[config.mk]
export PLATFORM = sky130hd
export DESIGN_NAME = rsv_supervisor
export DESIGN_NICKNAME = d
export VERILOG_FILES = /design/src/rtl/rsv_pkg.sv /design/src/rtl/rsv_dual_filter.sv /design/src/rtl/rsv_supervisor.sv
export SDC_FILE = /design/constraint.sdc
export NUM_CORES = 1
export LEC_CHECK = 0
export ABC_AREA = 1
export BUFFER_PORTS_ARGS = -buffer_cell sky130_fd_sc_hd__buf_2
export CORE_ASPECT_RATIO = 1.25
export CORE_UTILIZATION = 58
export CTS_CLUSTER_DIAMETER = 120
export DETAILED_ROUTE_END_ITERATION = 10
export HOLD_SLACK_MARGIN = 0.06
export PLACE_DENSITY = 0.87
export SLEW_MARGIN = 20
export SYNTH_ARGS = -nofsm -noshare
export SYNTH_HDL_FRONTEND = slang
export SYNTH_SLANG_ARGS = --single-unit
[constraint.sdc]
create_clock -name clk -period 2.3 [get_ports clk]
set_clock_uncertainty 0.2 [all_clocks]
set_input_delay 0 -clock clk [delete_from_list [all_inputs] [get_ports clk]]
set_output_delay 0 -clock clk [all_outputs]
set_load 0.05 [all_outputs]
[src/rtl/rsv_pkg.sv]
/*
  constants for the robot safety i/o supervisor: register map, reset values,
  filter and timing counts.
  assumes a 100 MHz system clock and a 32-bit avalon-mm register bus.
*/
package rsv_pkg;

  // ---------------------------------------------------------------
  // timing
  // ---------------------------------------------------------------
  localparam int CLK_MHZ = 100;
  localparam int RESPONSE_MS = 1200;
  localparam int RESPONSE_CYCLES = RESPONSE_MS * 1000 * CLK_MHZ;
  localparam int FILTER_CYCLES = 4;
  localparam int TOGGLE_WINDOW_MS = 100;
  localparam int TOGGLE_WINDOW_CYCLES = TOGGLE_WINDOW_MS * 1000 * CLK_MHZ;
  localparam logic [7:0] TOGGLE_LIMIT = 8'h08;
  localparam int DECEL_US = 100;
  localparam int DECEL_CYCLES = DECEL_US * CLK_MHZ;

  // ---------------------------------------------------------------
  // register map (byte addresses)
  // ---------------------------------------------------------------
  localparam logic [3:0] ADDR_CONFIG = 4'h0;
  localparam logic [3:0] ADDR_STATUS = 4'h4;
  localparam logic [3:0] ADDR_ERROR = 4'h8;
  localparam logic [3:0] ADDR_COMMAND = 4'hc;

  // config fields
  localparam int CFG_AUTO_RESET = 0;
  localparam int CFG_VERIFY_SW = 1;
  localparam int CFG_ARMED = 2;
  localparam logic [2:0] CONFIG_RESET = 3'h0;

  // command fields (move request is a written level, error clear is write one to act)
  localparam int CMD_MOVE_REQ = 0;
  localparam int CMD_CLR_ERROR = 1;

  // error flag fields
  localparam int ERR_TOGGLE = 0;
  localparam int ERR_CHANNEL = 1;

  // number of safety inputs
  localparam int NUM_IN = 8;
  localparam int IN_ESTOP = 0;
  localparam int IN_GUARD = 1;
  localparam int IN_REDUCED = 2;
  localparam int IN_GRESET = 3;
  localparam int IN_ENABLE = 4;
  localparam int IN_MODE_B = 5;
  localparam int IN_FORCE = 6;
  localparam int IN_SYSSTOP = 7;

  typedef enum logic [2:0] {
    ST_IDLE, ST_RUN, ST_DECEL, ST_GUARD_HOLD, ST_PAUSE, ST_ESTOP
  } rsv_state_e;

endpackage : rsv_pkg

[src/rtl/rsv_dual_filter.sv]
/*
  one redundant safety input: two channels, each synchronised and held
  for a fixed count before the filtered level changes.
  assumes active-high inputs sampled on clk.
*/
module rsv_dual_filter (
  input wire logic clk,
  input wire logic rstn,
  input wire logic chanA,
  input wire logic chanB,
  output logic level,
  output logic mismatch
);

  logic [1:0] syncA_reg;
  logic [1:0] syncB_reg;
  logic [2:0] cntA_reg;
  logic [2:0] cntB_reg;
  logic fA_reg;
  logic fB_reg;

  // two-stage synchronisers, first stage read only by second
  always_ff @(posedge clk) begin
    if (!rstn) begin
      syncA_reg <= 2'h0;
      syncB_reg <= 2'h0;
    end else begin
      syncA_reg <= {syncA_reg[0], chanA};
      syncB_reg <= {syncB_reg[0], chanB};
    end
  end

  // per-channel hold filter, glitches shorter than the count are ignored
  always_ff @(posedge clk) begin
    if (!rstn) begin
      cntA_reg <= 3'h0;
      cntB_reg <= 3'h0;
      fA_reg <= 1'b0;
      fB_reg <= 1'b0;
    end else begin
      if (syncA_reg[1] == fA_reg) begin
        cntA_reg <= 3'h0;
      end else if (cntA_reg == 3'(rsv_pkg::FILTER_CYCLES - 1)) begin
        cntA_reg <= 3'h0;
        fA_reg <= syncA_reg[1];
      end else begin
        cntA_reg <= cntA_reg + 3'h1;
      end
      if (syncB_reg[1] == fB_reg) begin
        cntB_reg <= 3'h0;
      end else if (cntB_reg == 3'(rsv_pkg::FILTER_CYCLES - 1)) begin
        cntB_reg <= 3'h0;
        fB_reg <= syncB_reg[1];
      end else begin
        cntB_reg <= cntB_reg + 3'h1;
      end
    end
  end

  // either channel active counts as active, so one stuck channel is safe
  assign level = fA_reg | fB_reg;
  assign mismatch = fA_reg ^ fB_reg;

endmodule : rsv_dual_filter

[src/rtl/rsv_supervisor.sv]
// What this block does
// - guard input active: halt motion, hold category 2 stop, power on
// - auto reset: resume alone once guard input clears
// - manual reset: stay stopped until guard reset input, then resume
// - auto or manual reset chosen by a software config bit
// - react to guard or reduced input within 1200 ms
// - flag an error when guard or reduced inputs toggle too often
// - reduced input active: enter reduced mode, clamp speed limits
// - reduced input inactive: leave reduced mode, normal limits
// - verification mode: motion only with enabling switch middle, except one run cycle when guard hold resumes
// - mode selector position A, software verify bit clear: normal unrestricted mode
// - selector position B: verification, pause when enable invalid
// - force control input active outside emergency state: enter force control mode
// - system stop input active: category 1 stop
// - system stop from another controller stops this one, one way
// - remain in emergency state while system stop input is active
// - normally-open emergency-stop output high in emergency state
// - moving output high while moving normally
// - not-stopping output high from stop acceptance until stopped or DECEL_CYCLES have passed
// - every safety input and the estop, moving and not-stopping outputs are two redundant channels
// - normally-closed emergency output is inverse of normally-open
/*
  top of the robot safety i/o supervisor: input filters, motion state
  machine, dual-channel safety outputs and an avalon-mm register slave.
  assumes a single 100 MHz clock, a synchronous active-low reset and an
  avalon master that holds its request until waitrequest is seen low.
*/
module rsv_supervisor #(
  parameter int TOGGLE_WIN = rsv_pkg::TOGGLE_WINDOW_CYCLES,
  parameter int RESP_LIMIT = rsv_pkg::RESPONSE_CYCLES
) (
  input wire logic clk,
  input wire logic rstn,
  input wire logic [3:0] avsAddress,
  input wire logic avsRead,
  input wire logic avsWrite,
  input wire logic [31:0] avsWriteData,
  input wire logic [3:0] avsByteEnable,
  output logic [31:0] avsReadData,
  output logic avsWaitRequest,
  input wire logic [7:0] safeInA,
  input wire logic [7:0] safeInB,
  input wire logic motionStopped,
  output logic [1:0] estopNoOut,
  output logic [1:0] estopNcOut,
  output logic [1:0] movingOut,
  output logic [1:0] notStoppingOut,
  output logic reducedLimitOut,
  output logic forceModeOut,
  output logic driveEnableOut,
  output logic driveHoldOut
);

  // -----------------------------------------------------------------
  // input filtering
  // -----------------------------------------------------------------
  logic [7:0] inLevel;
  logic [7:0] inMismatch;

  // one dual-channel filter per safety input
  genvar gi;
  generate
    for (gi = 0; gi < rsv_pkg::NUM_IN; gi++) begin : g_in
      rsv_dual_filter u_filt (
        .clk(clk),
        .rstn(rstn),
        .chanA(safeInA[gi]),
        .chanB(safeInB[gi]),
        .level(inLevel[gi]),
        .mismatch(inMismatch[gi])
      );
    end
  endgenerate

  logic guardIn;
  logic reducedIn;
  logic resetIn;
  logic enableOk;
  logic verifyMode;
  logic stopIn;
  assign guardIn = inLevel[rsv_pkg::IN_GUARD];
  assign reducedIn = inLevel[rsv_pkg::IN_REDUCED];
  assign resetIn = inLevel[rsv_pkg::IN_GRESET];
  assign enableOk = inLevel[rsv_pkg::IN_ENABLE];
  assign stopIn = inLevel[rsv_pkg::IN_SYSSTOP] | inLevel[rsv_pkg::IN_ESTOP];

  // -----------------------------------------------------------------
  // registers
  // -----------------------------------------------------------------
  logic [2:0] config_reg;
  logic [1:0] error_reg;
  logic moveReq_reg;

  logic busWr;
  assign busWr = avsWrite && avsWaitRequest == 1'b0;

  // config word, software picks auto or manual reset before use
  always_ff @(posedge clk) begin
    if (!rstn) begin
      config_reg <= rsv_pkg::CONFIG_RESET;
    end else if (busWr && avsAddress == rsv_pkg::ADDR_CONFIG
                 && avsByteEnable[0]) begin
      config_reg <= avsWriteData[2:0];
    end
  end

  // selector position B, or software verify bit, puts verification on
  assign verifyMode = inLevel[rsv_pkg::IN_MODE_B]
                      | config_reg[rsv_pkg::CFG_VERIFY_SW];

  // move request from software, a level held until cleared
  always_ff @(posedge clk) begin
    if (!rstn) begin
      moveReq_reg <= 1'b0;
    end else if (busWr && avsAddress == rsv_pkg::ADDR_COMMAND
                 && avsByteEnable[0]) begin
      moveReq_reg <= avsWriteData[rsv_pkg::CMD_MOVE_REQ];
    end
  end

  // -----------------------------------------------------------------
  // toggle rate monitor
  // -----------------------------------------------------------------
  logic guardDly_reg;
  logic reducedDly_reg;
  logic [31:0] winCnt_reg;
  logic [7:0] togCnt_reg;
  logic togEvent;
  logic togErr;
  assign togEvent = (guardIn ^ guardDly_reg) | (reducedIn ^ reducedDly_reg);
  // every edge from the limit on flags, so a cleared error comes back
  assign togErr = togEvent && togCnt_reg >= rsv_pkg::TOGGLE_LIMIT - 8'h01;

  // count edges on guard and reduced inputs inside a fixed window restarted every TOGGLE_WIN cycles
  always_ff @(posedge clk) begin
    if (!rstn) begin
      guardDly_reg <= 1'b0;
      reducedDly_reg <= 1'b0;
      winCnt_reg <= 32'h0;
      togCnt_reg <= 8'h0;
    end else begin
      guardDly_reg <= guardIn;
      reducedDly_reg <= reducedIn;
      if (winCnt_reg == 32'(TOGGLE_WIN - 1)) begin
        winCnt_reg <= 32'h0;
        togCnt_reg <= 8'h0;
      end else begin
        winCnt_reg <= winCnt_reg + 32'h1;
        if (togEvent && togCnt_reg != rsv_pkg::TOGGLE_LIMIT) begin
          togCnt_reg <= togCnt_reg + 8'h1;
        end
      end
    end
  end

  // sticky error flags, a new event wins over a software clear
  always_ff @(posedge clk) begin
    if (!rstn) begin
      error_reg <= 2'h0;
    end else begin
      if (togErr) begin
        error_reg[rsv_pkg::ERR_TOGGLE] <= 1'b1;
      end else if (busWr && avsAddress == rsv_pkg::ADDR_COMMAND
                   && avsWriteData[rsv_pkg::CMD_CLR_ERROR]) begin
        error_reg[rsv_pkg::ERR_TOGGLE] <= 1'b0;
      end
      if (|inMismatch) begin
        error_reg[rsv_pkg::ERR_CHANNEL] <= 1'b1;
      end else if (busWr && avsAddress == rsv_pkg::ADDR_COMMAND
                   && avsWriteData[rsv_pkg::CMD_CLR_ERROR]) begin
        error_reg[rsv_pkg::ERR_CHANNEL] <= 1'b0;
      end
    end
  end

  // -----------------------------------------------------------------
  // motion state machine
  // -----------------------------------------------------------------
  rsv_pkg::rsv_state_e state_reg;
  rsv_pkg::rsv_state_e resume_reg;
  logic [13:0] decelCnt_reg;
  logic decelDone;
  assign decelDone = motionStopped
                     || decelCnt_reg == 14'(rsv_pkg::DECEL_CYCLES - 1);

  // decides stop, hold, pause and resume from the filtered inputs
  always_ff @(posedge clk) begin
    if (!rstn) begin
      state_reg <= rsv_pkg::ST_IDLE;
      resume_reg <= rsv_pkg::ST_IDLE;
      decelCnt_reg <= 14'h0;
    end else begin
      decelCnt_reg <= (state_reg == rsv_pkg::ST_DECEL)
                      ? decelCnt_reg + 14'h1 : 14'h0;
      unique case (state_reg)
        rsv_pkg::ST_IDLE, rsv_pkg::ST_RUN: begin
          if (stopIn) begin
            state_reg <= rsv_pkg::ST_DECEL;
            resume_reg <= rsv_pkg::ST_ESTOP;
          end else if (guardIn) begin
            state_reg <= rsv_pkg::ST_DECEL;
            resume_reg <= rsv_pkg::ST_GUARD_HOLD;
          end else if (verifyMode && !enableOk
                       && state_reg == rsv_pkg::ST_RUN) begin
            state_reg <= rsv_pkg::ST_PAUSE;
          end else if (moveReq_reg && config_reg[rsv_pkg::CFG_ARMED]
                       && (!verifyMode || enableOk)) begin
            state_reg <= rsv_pkg::ST_RUN;
          end else if (!moveReq_reg) begin
            state_reg <= rsv_pkg::ST_IDLE;
          end
        end
        rsv_pkg::ST_DECEL: begin
          if (stopIn) begin
            resume_reg <= rsv_pkg::ST_ESTOP;
          end
          if (decelDone) begin
            state_reg <= resume_reg;
          end
        end
        rsv_pkg::ST_GUARD_HOLD: begin
          if (stopIn) begin
            state_reg <= rsv_pkg::ST_ESTOP;
          end else if (!guardIn && config_reg[rsv_pkg::CFG_AUTO_RESET]) begin
            state_reg <= rsv_pkg::ST_RUN;
          end else if (!guardIn && resetIn) begin
            state_reg <= rsv_pkg::ST_RUN;
          end
        end
        rsv_pkg::ST_PAUSE: begin
          if (stopIn) begin
            state_reg <= rsv_pkg::ST_DECEL;
            resume_reg <= rsv_pkg::ST_ESTOP;
          end else if (guardIn) begin
            state_reg <= rsv_pkg::ST_GUARD_HOLD;
          end else if (!verifyMode || enableOk) begin
            state_reg <= rsv_pkg::ST_RUN;
          end
        end
        rsv_pkg::ST_ESTOP: begin
          if (!stopIn && resetIn) begin
            state_reg <= rsv_pkg::ST_IDLE;
          end
        end
        default: begin
          state_reg <= rsv_pkg::ST_ESTOP;
        end
      endcase
    end
  end

  // -----------------------------------------------------------------
  // safety outputs, both channels from flip-flops
  // -----------------------------------------------------------------
  logic inEstop;
  assign inEstop = state_reg == rsv_pkg::ST_ESTOP;

  // outputs follow the state and filtered inputs one edge later
  always_ff @(posedge clk) begin
    if (!rstn) begin
      estopNoOut <= 2'h0;
      estopNcOut <= 2'h3;
      movingOut <= 2'h0;
      notStoppingOut <= 2'h0;
      reducedLimitOut <= 1'b0;
      forceModeOut <= 1'b0;
      driveEnableOut <= 1'b0;
      driveHoldOut <= 1'b0;
    end else begin
      estopNoOut <= {2{inEstop}};
      estopNcOut <= {2{!inEstop}};
      movingOut <= {2{state_reg == rsv_pkg::ST_RUN}};
      notStoppingOut <= {2{state_reg == rsv_pkg::ST_DECEL}};
      reducedLimitOut <= reducedIn;
      forceModeOut <= inLevel[rsv_pkg::IN_FORCE] && !inEstop;
      driveEnableOut <= !inEstop; // power stays on in guard stop
      driveHoldOut <= state_reg != rsv_pkg::ST_RUN;
    end
  end

  // -----------------------------------------------------------------
  // avalon-mm slave, every transfer answered one cycle after request
  // -----------------------------------------------------------------
  // waitrequest idles high from a flip-flop; a request seen while high
  // drops it for one cycle, in which writes land and read data stand
  always_ff @(posedge clk) begin
    if (!rstn) begin
      avsWaitRequest <= 1'b1;
      avsReadData <= 32'h0;
    end else begin
      avsWaitRequest <= !((avsRead || avsWrite) && avsWaitRequest);
      if (avsRead && avsWaitRequest) begin
        unique case (avsAddress)
          rsv_pkg::ADDR_CONFIG: avsReadData <= {29'h0, config_reg};
          rsv_pkg::ADDR_STATUS: avsReadData <= {16'h0, inLevel,
                                   1'b0, reducedLimitOut, forceModeOut,
                                   verifyMode, 1'b0, state_reg};
          rsv_pkg::ADDR_ERROR: avsReadData <= {30'h0, error_reg};
          rsv_pkg::ADDR_COMMAND: avsReadData <= {31'h0, moveReq_reg};
          default: avsReadData <= 32'h0;
        endcase
      end
    end
  end
  // -----------------------------------------------------------------
  // checks
  // -----------------------------------------------------------------
  logic [31:0] respCnt_reg;
  // counts cycles a guard request waits for motion to leave run
  always_ff @(posedge clk) begin
    if (!rstn) begin
      respCnt_reg <= 32'h0;
    end else if (guardIn && state_reg == rsv_pkg::ST_RUN) begin
      respCnt_reg <= respCnt_reg + 32'h1;
    end else begin
      respCnt_reg <= 32'h0;
    end
  end

  a_guard_response: assert property (
    @(posedge clk) disable iff (!rstn)
    respCnt_reg < 32'(RESP_LIMIT)) else $error("guard response too slow");
  a_nc_inverse: assert property (@(posedge clk) disable iff (!rstn)
    estopNcOut == ~estopNoOut) else $error("nc not inverse of no");
  a_estop_hold: assert property (@(posedge clk) disable iff (!rstn)
    inEstop && stopIn |=> inEstop) else $error("left estop early");
  a_estop_out: assert property (@(posedge clk) disable iff (!rstn)
    inEstop |=> estopNoOut == 2'h3) else $error("estop out missing");
  a_moving_out: assert property (@(posedge clk) disable iff (!rstn)
    $rose(state_reg == rsv_pkg::ST_RUN) |=> movingOut == 2'h3)
    else $error("moving out missing");
  a_guard_stop: assert property (@(posedge clk) disable iff (!rstn)
    state_reg == rsv_pkg::ST_RUN && guardIn && !stopIn
    |=> state_reg == rsv_pkg::ST_DECEL) else $error("guard not stopping");
  a_manual_wait: assert property (@(posedge clk) disable iff (!rstn)
    state_reg == rsv_pkg::ST_GUARD_HOLD && !resetIn
    && !config_reg[rsv_pkg::CFG_AUTO_RESET]
    |=> state_reg != rsv_pkg::ST_RUN) else $error("resumed without reset");
  a_reduced_out: assert property (@(posedge clk) disable iff (!rstn)
    reducedIn |=> reducedLimitOut) else $error("reduced limit missing");
  a_verify_pause: assert property (
    @(posedge clk) disable iff (!rstn)
    state_reg == rsv_pkg::ST_RUN && verifyMode && !enableOk && !guardIn
    && !stopIn |=> state_reg == rsv_pkg::ST_PAUSE)
    else $error("verify mode not paused");

endmodule : rsv_supervisor

# Word level (Yosys, flattened, before mapping)
# Index checks and enable logic that the tools add are counted.
# word_totals
word_cells	271
out_inout_bits	45
reg_bits	204
inputBits	61
# classes
reduce_logical	71
n_addsub	19
bitwise_logic	39
muxes	22
order_cmp	1
n_eq_ne	51
# op_table
op	count
16-bit case mux with 4 select lines	1
3-bit by 2-bit equality test with 1-bit output, second input constant	18
3-bit by 1-bit adder with 3-bit output, second input constant	16
3-bit two-way mux	16
3-bit OR reduction	16
2-bit AND reduction	17
32-bit by 1-bit adder with 32-bit output, second input constant	1
32-bit by 24-bit equality test with 1-bit output, second input constant	1
1-bit logical AND	18
1-bit NOT	18
1-bit equality test	16
3-bit case mux with 5 select lines	1
14-bit by 1-bit adder with 14-bit output, second input constant	1
14-bit equality test, second input constant	1
1-bit bitwise OR	11
1-bit bitwise XOR	10
8-bit by 1-bit adder with 8-bit output, second input constant	1
4-bit equality test, second input constant	2
8-bit by 3-bit >= comparator with 1-bit output, second input constant	1
4-bit != test, second input constant	2
8-bit by 4-bit != test with 1-bit output, second input constant	1
8-bit OR reduction	1
3-bit equality test, second input constant	2
1-bit zero test	6
16 further kinds	25

# Logic depth before layout (Yosys ltp)
# Gate-level depths: netlist of run 1.
# logic_depth
depth_word	10
mapped_depth	12
depth_no_buf	12

# By module
# Synthesis of run 1 repeated with hierarchy kept, for this count alone.
# unflattened
cells_unflattened	1089
area_unflattened_um2	8400.6
# by_module_without_submodules
module	area_each_um2	seq_area_each_um2	cells_per_inst	n_inst
rsv_supervisor	4717.0	1801.7	665	1
rsv_dual_filter	460.4	240.2	53	8

# Worst setup path before layout of run 1
# Ideal clock, no wire load.
# synth_timing
path_type	reg-to-reg
start	register avsWaitRequest
end	register avsReadData[0]
setup_time_ps	70
stages_incl_launch_ff	6
synth_period_minus_slack_ps	1709
required_ps	2030
n_path_buf	1
arrival_ps	1439
setup_slack_ps	591
path_cell_list	dfxtp_1 > nand2_1 > inv_1 > clkbuf_1 > o21ai_0 > a21oi_1
# synth_between
elab_chain_len	1
# synth_lines
item	line	rtl
start: declaration	rsv_supervisor.sv:40	output logic avsWaitRequest,
start signal: assignment	rsv_supervisor.sv:291	avsWaitRequest <= !((avsRead || avsWrite) && avsWaitRequest);
1-bit logical AND	rsv_supervisor.sv:292	if (avsRead && avsWaitRequest) begin
end signal: assignment	rsv_supervisor.sv:294	rsv_pkg::ADDR_CONFIG: avsReadData <= {29'h0, config_reg};
end signal: assignment	rsv_supervisor.sv:295	rsv_pkg::ADDR_STATUS: avsReadData <= {16'h0, inLevel,
end signal: assignment	rsv_supervisor.sv:298	rsv_pkg::ADDR_ERROR: avsReadData <= {30'h0, error_reg};
end: declaration	rsv_supervisor.sv:39	output logic [31:0] avsReadData,
# No other way between the ends.
# A chain may end at the register's enable or synchronous reset.

# Worst setup path in the final report of run 1
# layout_timing
start	register g_in[2].u_filt.fB_reg
end	register error_reg[0]
# layout_between
elab_chain_len	5
word_cells_on_any_way	6
cone_classes	mux (1); bitwise (3); reduce/logical (2)
# layout_lines
item	line	rtl
start: declaration	rsv_dual_filter.sv:20	logic fB_reg;
start signal: assignment	rsv_dual_filter.sv:53	fB_reg <= syncB_reg[1];
1-bit bitwise OR (*)	rsv_dual_filter.sv:61	assign level = fA_reg | fB_reg;
1-bit bitwise XOR (*)	rsv_supervisor.sv:130	assign togEvent = (guardIn ^ guardDly_reg) | (reducedIn ^ reducedDly_reg);
1-bit bitwise OR (*)	rsv_supervisor.sv:130	
1-bit logical AND (*)	rsv_supervisor.sv:132	assign togErr = togEvent && togCnt_reg >= rsv_pkg::TOGGLE_LIMIT - 8'h01;
1-bit two-way mux / 2-bit nonzero test (equally long branches)	n/a	
end signal: assignment	rsv_supervisor.sv:159	error_reg <= 2'h0;
end signal: indexed assignment	rsv_supervisor.sv:162	error_reg[rsv_pkg::ERR_TOGGLE] <= 1'b1;
end signal: indexed assignment	rsv_supervisor.sv:165	error_reg[rsv_pkg::ERR_TOGGLE] <= 1'b0;
end: declaration	rsv_supervisor.sv:91	logic [1:0] error_reg;
# Mark *: on every way between the ends. The rest lies on a longest branch, timed or not.

==> flow_metrics.tcl, run 1 <==
set metrics [dict create \
    ys_ff_latch 186 \
    drc 0 \
    die_h_um 133.9 \
    drive_gt1_frac 0.1098 \
    crit_family "buffers and inverters" \
    initial_core_util 0.6021 \
    synth_cells 1063 \
    status "finished, final reports clean" \
    ir_worst_vdd_uv 613.2 \
    synthArstFlopShare 0 \
    dp_hpwl_um 11420 \
    area_growth_pct 18.30 \
    gr-total-overflow 0 \
    die_w_um 107.5 \
    insertion_delay_ns 0.44 \
    globalRouteTotalUtil 0.2693 \
    num-nets-final 1276 \
    cp_max_fo 4 \
    clk_pin_slew_ns 0.07 \
    numCtsBuffers 17 \
    cts_sinks 186 \
    n_fill_cell 971 \
    drv_slew 0 \
    wl_per_cell_um 13.63 \
    grt_pass1_wl_um 30040 \
    cts_setup_buffers 0 \
    final_area_mm2 0.009550 \
    cts_root_buffer "clkbuf_16" \
    rsz0062_at_grt "no" \
    routed_via_density 5.238 \
    vias 7097 \
    drt_iter0_drc 404 \
    grt_max_degree 87 \
    powerDensity_mw_per_mm2 690.8 \
    cp_cell_sequence "inv_1 > ha_1 > or2_2 > nand4_1 > nand2_1 > a21oi_1 > dlygate4sd3_1" \
    worstMarginPinSlew_ns 0.6278 \
    ys_top_cells_by_area "dfxtp_1, nand2_1, inv_1" \
    critPathBufInv 2 \
    coreArea_mm2 0.01341 \
    cpPeakStageDelay_ns 0.56 \
    synth_edf_count 0 \
    route.antenna.remaining_nets 0 \
    setup_violations 0 \
    synth_ff_type "dfxtp_1" \
    end_kind "register" \
    rr_startpoint "g_in[2].u_filt.fB_reg" \
    ios 106 \
    htreeDepth 4 \
    slew_headroom 0.5783 \
    whs_path_depth 6 \
    hold-worst-slack_ns 0.03208 \
    hp-class "in -> reg" \
    clockBufferDepth 2 \
    hold_end "error_reg[1]" \
    critPathArrivalTime_ns 2.37 \
    layout_min_cycle_time_ns 2.182 \
    reg2reg_depth 7 \
    fmax_mhz 458.4 \
    yosysUniqueCellTypes 35 \
    drv_cap 0 \
    num_antenna_cells 0 \
    place.gp.congestion 0.9390 \
    grt_pass1_vias 6676 \
    critical_path_class "reg -> reg" \
    cp_slowest_cell "dlygate4sd3_1" \
    yosysSeqAreaShare 0.4613 \
    reg2reg_slack_ns 0.12 \
    rows 47 \
    drt-total-wl_um 18460 \
    setup-tns-final_ns 0 \
    grt_antenna_before_repair 0 \
    min_period_over_period 0.9485 \
    leakagePower_nw 3.935 \
    rr_endpoint "error_reg[0]" \
    syn_avg_cell_area_um2 7.594 \
    design.die.area_mm2 0.01440 \
    required_ns 2.49 \
    power_mw 6.598 \
    yosys_warnings 0 \
    io_buffers 55 \
    synth_area_mm2 0.008073 \
    hold_viol 0 \
    synth_top_area_cell "dfxtp_1" \
    worstHoldStart "avsAddress[0]" \
    netlist.area_leader.share 0.4613 \
    first_pass_iters 6 \
    dpl-instance-area_mm2 0.008409 \
    largest_reg_flops 32 \
    cts_tree "done" \
    start_kind "register" \
]
-- area by class of cell --
cell class / instances / area (um2) / area share
Multi-Input combinational cell: 680 / 3502 / 0.3667
Clock buffer: 17 / 425.4 / 0.04454
Sequential cell: 186 / 3726 / 0.3901
Timing Repair Buffer: 113 / 873.3 / 0.09145
Inverter: 173 / 653.1 / 0.06839
Tap cell: 171 / 214.0 / 0.02240
Clock inverter: 15 / 156.4 / 0.01638
-- timing repair --
action / CTS / global route
endpoints found under the hold margin: 131 / 0
gates resized for setup: 0 / 5
setup endpoints to repair: 0 / 4
hold buffers: 57 / 0
-- layout by cell type (no fill, tap or decap), types with 17 or more instances in the layout --
master,netlist,final
o21ai_0,41,40
buf_2,4,55
a21oi_1,91,91
conb_1,1,18
o211ai_1,18,18
dlygate4sd3_1,0,55
nand3_1,37,37
ha_1,44,44
inv_1,167,166
nand2_1,203,203
nor3_1,19,19
dfxtp_1,186,184
clkbuf_16,0,17
nor2_1,136,135
-- worst reg2reg max path, cell delays in order (launching register included) --
cell and delay (ns):
dfxtp_1 0.37, inv_1 0.06, ha_1 0.23, or2_2 0.30, nand4_1 0.16, nand2_1 0.09, a21oi_1 0.15, dlygate4sd3_1 0.56
-- logic make-up (layout without fill, tap and decap cells) --
logic type	after synthesis	in the layout	synth area share
adders and majority gates	44	44	0.06820
and+or+nand+nor	448	448	0.2384
other	1	18	0.0004645
xor gates and xnor gates	13	13	0.01410
buffers and inverters	214	318	0.1131
AOI/OAI and AO/OA	157	157	0.1045
DFF	186	186	0.4613
-- Yosys cell counts (5+ instances only) --
master and count:
nor2_1 136, nand4_1 15, or2_2 12, inv_1 167
nand2_1 203, o21ai_0 41, ha_1 44, xnor2_1 5
dfxtp_1 186, nor2_2 6, nor3_1 19, buf_4 26
o211ai_1 18, nand3_1 37, inv_2 6, clkbuf_1 6
xor2_1 8, a21oi_1 91
-- where the power goes --
| part | switching, mW | leakage [nW] | internal, mW |
|---|---|---|---|
| sequential | 0.0365 | 1.51 | 3.28 |
| clock | 1.36 | 0.280 | 1.53 |
| combinational | 0.264 | 2.14 | 0.128 |
-- worst max path at each step --
stage / from / end / slack (ns) / cells past startpoint
5_1_grt: g_in[2].u_filt.fB_reg / error_reg[0] / 0.01 / 7
4_1_cts: avsWaitRequest / avsReadData[0] / 0.06 / 5
2_1_floorplan: avsWaitRequest / avsReadData[0] / 0.59 / 5
3_3_place_gp: g_in[1].u_filt.fB_reg / togCnt_reg[3] / 0.41 / 8
3_5_place_dp: g_in[2].u_filt.fB_reg / togCnt_reg[5] / 0.38 / 8
6_report: g_in[2].u_filt.fB_reg / error_reg[0] / 0.12 / 7
-- layer usage --
metal	part of all wire	track usage	vias to the layer above
met4	0.038	0.1431	0
met2	0.51	0.4765	248
met5	0	0	-
li1	-	-	3549
met1	0.40	0.2958	3234
met3	0.055	0.06220	66
-- through the flow --
step | instances | util | setup WS, ns
floorplan | 1080 | - | 0.5909
global placement | 1268 | 0.6272 | 0.4085
detailed placement | 1268 | 0.6272 | 0.3813
CTS | 1357 | 0.7131 | 0.05764
global route | 1355 | 0.7123 | 0.01356
finish | 1355 | 0.7123 | 0.1185
Power figures use the tool's default switching activity.
==> run 2, diff against run 1 <==
--- a/config.mk
+++ b/config.mk
@@ -8,11 +8,11 @@
 export ABC_AREA = 1
 export BUFFER_PORTS_ARGS = -buffer_cell sky130_fd_sc_hd__buf_2
 export CORE_ASPECT_RATIO = 1.25
-export CORE_UTILIZATION = 58
+export CORE_UTILIZATION = 62
 export CTS_CLUSTER_DIAMETER = 120
 export DETAILED_ROUTE_END_ITERATION = 10
 export HOLD_SLACK_MARGIN = 0.06
-export PLACE_DENSITY = 0.87
+export PLACE_DENSITY = 0.92
 export SLEW_MARGIN = 20
 export SYNTH_ARGS = -nofsm -noshare
 export SYNTH_HDL_FRONTEND = slang
==> constraint.sdc (replaced) <==
create_clock -name clk -period 2.53 [get_ports clk]
set_clock_uncertainty 0.2 [all_clocks]
set_input_delay 0 -clock clk [delete_from_list [all_inputs] [get_ports clk]]
set_output_delay 0 -clock clk [all_outputs]
set_load 0.05 [all_outputs]
==> flow_metrics.tcl, run 2 (same netlist as run 1, synthesis figures left out) <==
set metrics [dict create \
    final_util 0.7517 \
    cts_sinks 186 \
    final_area_mm2 0.009562 \
    gr-total-overflow 0 \
    ios 106 \
    globalRouteTotalUtil 0.2939 \
    drv_cap 0 \
    cts_root_buffer "clkbuf_16" \
    wl_per_cell_um 14.08 \
    area_growth_pct 18.44 \
    critical_path_class "in -> reg" \
    setup_violations 0 \
    hold-worst-slack_ns 0.1602 \
    hold_viol 0 \
    cts_setup_buffers 0 \
    dpl-instance-area_mm2 0.008398 \
    status "finished, final reports clean" \
    cts_tree "done" \
    insertion_delay_ns 0.44 \
    whs_path_depth 7 \
    worstMarginPinSlew_ns 0.7586 \
    rr_endpoint "config_reg[2]" \
    place_ws_ns 0.5116 \
    drt-total-wl_um 19030 \
    reg2reg_depth 8 \
    finalWorstSetupSlack_ns 0.1235 \
    p_sw_frac 0.2376 \
    final_common_cell "nand2_1" \
    grt_antenna_before_repair 1 \
    ir_worst_vdd_uv 605.4 \
    switchingPower_mw 1.444 \
    initial_core_util 0.6347 \
    dp_hpwl_um 11930 \
    rows 46 \
    htreeDepth 4 \
    io_buffers 55 \
    coreArea_mm2 0.01272 \
    grt_pass1_vias 7048 \
    drc 0 \
    design.die.area_mm2 0.01348 \
    clockPowerShare 0.446 \
    clk_pin_slew_ns 0.06 \
    place.gp.congestion 0.9322 \
    final_cell_mix "nand2_1, dfxtp_1, inv_1, nor2_1, a21oi_1" \
    drt_iter0_drc 398 \
    p_int_mw 4.636 \
    clockBufferDepth 2 \
    route.antenna.remaining_nets 0 \
    critPathArrivalTime_ns 2.53 \
    crit_end "config_reg[2]" \
    leakagePower_nw 3.947 \
    required_ns 2.65 \
    final_cell_count_no_fill 1352 \
    hp-class "in -> reg" \
    drv_slew 0 \
    die_h_um 129.6 \
    grt_max_degree 83 \
    routed_via_density 5.274 \
    cp-startpoint "avsAddress[2]" \
    rsz0062_at_grt "no" \
    reg2reg_slack_ns 0.17 \
    rr_startpoint "avsWaitRequest" \
    largest_reg_flops 32 \
    vias 7130 \
    slew_headroom 0.4937 \
    die_w_um 104.1 \
    seqPwrFrac 0.495 \
    dp.cells 1264 \
    numCtsBuffers 17 \
    comb_power_share 0.058 \
    fmax_mhz 415.5 \
    layout_min_cycle_time_ns 2.407 \
    powerDensity_mw_per_mm2 635.9 \
    power_mw 6.080 \
    cp_max_fo 5 \
    min_period_over_period 0.9512 \
    setup-tns-final_ns 0 \
    num-nets-final 1275 \
    grt_pass1_wl_um 31280 \
    first_pass_iters 5 \
    start_kind "input pin" \
    end_kind "register" \
    drive_gt1_frac 0.1074 \
]
==> run 2: power groups by stage <==
| stage | Sequential [mW] | Clock, mW | Combinational, mW |
|---|---|---|---|
| floorplan | 3.12 | 0 | 0.184 |
| global placement | 3.07 | 0 | 0.274 |
| detailed placement | 3.08 | 0 | 0.282 |
| CTS | 3.01 | 2.71 | 0.342 |
| global route | 3.02 | 2.85 | 0.380 |
| finish | 3.01 | 2.71 | 0.355 |
==> run 2: timing repair <==
| action | 4_1_cts | 5_1_grt |
|---|---|---|
| resized for setup | 0 | 2 |
| hold buffers | 55 | 0 |
| endpoints found under the hold margin | 136 | 0 |
| setup endpoints to repair | 0 | 2 |
==> run 2: worst min-delay path by stage <==
stage,slack (ns),end,from
6_report,0.16,avsReadData[0],avsAddress[0]
5_1_grt,0.20,avsReadData[13],avsAddress[0]
4_1_cts,0.09,avsReadData[14],avsAddress[0]
3_5_place_dp,-0.01,g_in[2].u_filt.syncB_reg[0],safeInB[2]
3_3_place_gp,-0.02,g_in[7].u_filt.syncB_reg[0],safeInB[7]
2_1_floorplan,-0.10,g_in[0].u_filt.syncA_reg[0],safeInA[0]
==> run 2: worst max-delay path, cell delays in order <==
cell and delay, ns:
dlygate4sd3_1 0.55, buf_2 0.14, inv_1 0.10, nand3_1 0.16
inv_2 0.13, nand3_2 0.11, o21ai_0 0.16, dlygate4sd3_1 0.58
a21oi_1 0.04, dlygate4sd3_1 0.56
==> run 2: layout make-up <==
cell class | count | area (um2)
clock inverter | 12 | 138.9
tap | 168 | 210.2
timing repair buffer | 112 | 865.8
sequential | 186 | 3724
inverter | 173 | 649.4
antenna | 1 | 2.502
fill | 838 | 3158
multi-input combinational | 680 | 3505
clock buffer | 20 | 466.7
==> run 2: routing by layer <==
| metal | track usage | wire length [um] | vias to the layer above | part of all wire |
|---|---|---|---|---|
| li1 | - | - | 3539 | - |
| met1 | 0.3062 | 7300 | 3286 | 0.38 |
| met2 | 0.5541 | 9991 | 232 | 0.52 |
| met3 | 0.05030 | 920 | 73 | 0.048 |
| met4 | 0.1798 | 819 | 0 | 0.043 |
| met5 | 0 | 0 | - | 0 |
==> run 3, diff against run 2 <==
--- a/config.mk
+++ b/config.mk
@@ -8,11 +8,11 @@
 export ABC_AREA = 1
 export BUFFER_PORTS_ARGS = -buffer_cell sky130_fd_sc_hd__buf_2
 export CORE_ASPECT_RATIO = 1.25
-export CORE_UTILIZATION = 62
+export CORE_UTILIZATION = 54
 export CTS_CLUSTER_DIAMETER = 120
 export DETAILED_ROUTE_END_ITERATION = 10
 export HOLD_SLACK_MARGIN = 0.06
-export PLACE_DENSITY = 0.92
+export PLACE_DENSITY = 0.82
 export SLEW_MARGIN = 20
 export SYNTH_ARGS = -nofsm -noshare
 export SYNTH_HDL_FRONTEND = slang
==> flow_metrics.tcl, run 3 (same netlist as run 1, synthesis figures left out) <==
set metrics [dict create \
    num-nets-final 1277 \
    numCtsBuffers 17 \
    cts_root_buffer "clkbuf_16" \
    clockBufferDepth 2 \
    dp.cells 1276 \
    final_cell_mix "nand2_1, dfxtp_1, inv_1, nor2_1, a21oi_1" \
    insertion_delay_ns 0.43 \
    largest_reg_flops 32 \
    grt_use_met2 0.4207 \
    route.antenna.remaining_nets 0 \
    die_h_um 138.7 \
    cts_sinks 186 \
    place.gp.congestion 0.9031 \
    rsz0062_at_grt "no" \
    fmax_mhz 426.2 \
    htreeDepth 4 \
    critical_path_class "in -> reg" \
    drt-total-wl_um 17250 \
    drv_slew 0 \
    rows 49 \
    ios 106 \
    ir_worst_vdd_uv 438.3 \
    die_w_um 111.4 \
    hold_viol 0 \
    multi_input_area_mm2 0.003500 \
    dp_hpwl_um 11630 \
    gr-total-overflow 0 \
    grt_pass1_wl_um 28740 \
    final_cell_count_no_fill 1363 \
    coreArea_mm2 0.01447 \
    globalRouteTotalUtil 0.2308 \
    slew_headroom 0.5208 \
    hp-class "in -> reg" \
    cts.repair.resized 0 \
    powerDensity_mw_per_mm2 657.9 \
    seqCellArea_mm2 0.003724 \
    leakagePower_nw 3.985 \
    final_common_cell "nand2_1" \
    use_met1 0.2573 \
    drt_iter0_drc 357 \
    drv_cap 0 \
    routed_via_density 5.089 \
    design.die.area_mm2 0.01545 \
    initial_core_util 0.5579 \
    power_mw 6.327 \
    num_antenna_cells 0 \
    critPathArrivalTime_ns 2.47 \
    vias 6936 \
    drive_gt1_frac 0.1072 \
    cp_max_fo 5 \
    drc 13 \
    setup-tns-final_ns 0 \
    required_ns 2.65 \
    violations "design-rule violations" \
    use_met3 0.04371 \
    first_pass_iters 8 \
    wl_per_cell_um 12.65 \
    grt_antenna_before_repair 0 \
    top_usage_layer "met2" \
    min_period_over_period 0.9273 \
    start_kind "input pin" \
    grt_pass1_vias 6558 \
    clk_pin_slew_ns 0.07 \
    cts_tree "done" \
    worstMarginPinSlew_ns 0.7181 \
    io_buffers 55 \
    layout_min_cycle_time_ns 2.346 \
    area_growth_pct 19.13 \
    setup_violations 0 \
    end_kind "register" \
    status "complete, but fails checks" \
    n_fill_cell 1156 \
    grt_max_degree 45 \
]
## run 3: final timing paths
check	cells past startpoint	start	end	slack, ns
min	5	avsAddress[1]	avsReadData[8]	0.11
max	10	avsAddress[2]	config_reg[2]	0.18
max reg2reg	8	avsWaitRequest	config_reg[2]	0.20
min reg2reg	2	g_in[4].u_filt.syncA_reg[0]	g_in[4].u_filt.syncA_reg[1]	0.20
## run 3: worst max-delay path, cell delays in order
cell	delay, ns
dlygate4sd3_1	0.54
buf_2	0.15
inv_1	0.09
nand3_1	0.11
inv_1	0.11
nand3_1	0.15
o21ai_0	0.17
dlygate4sd3_1	0.57
a21oi_1	0.04
dlygate4sd3_1	0.55
## run 3: through the flow
stage / hold WS (ns) / cell area [um2] / util / setup slack, ns
2_1_floorplan: -0.1024 / 8137 / - / 0.8209
3_3_place_gp: -0.01994 / 8401 / 0.5806 / 0.5960
3_5_place_dp: -0.01379 / 8401 / 0.5806 / 0.5627
4_1_cts: 0.09121 / 9617 / 0.6646 / 0.2398
5_1_grt: 0.1153 / 9617 / 0.6646 / 0.02520
6_report: 0.1062 / 9617 / 0.6646 / 0.1838
## run 3: where the power goes
group          switching (mW)  internal [mW]
Sequential             0.0314           2.98
Combinational           0.234          0.111
Clock                    1.15           1.82
## run 3: area by class of cell
cell class / count / share of cell area
Sequential cell: 186 / 0.3872
Multi-Input combinational cell: 680 / 0.3639
Timing Repair Buffer: 114 / 0.08899
Inverter: 173 / 0.06753
Clock buffer: 19 / 0.04710
Tap cell: 178 / 0.02316
Clock inverter: 13 / 0.02212
## run 3: routing by layer
layer | vias to the layer above | wire, um
li1 | 3552 | -
met1 | 3182 | 7088
met2 | 173 | 8912
met5 | - | 0
met4 | 0 | 444
met3 | 29 | 801
## run 3: timing repair
| action | 4_1_cts | 5_1_grt |
|---|---|---|
| hold endpoints to repair | 115 | 0 |
| endpoints found under the setup margin | 0 | 0 |
| hold buffers | 55 | 0 |
| setup buffers | 0 | 0 |
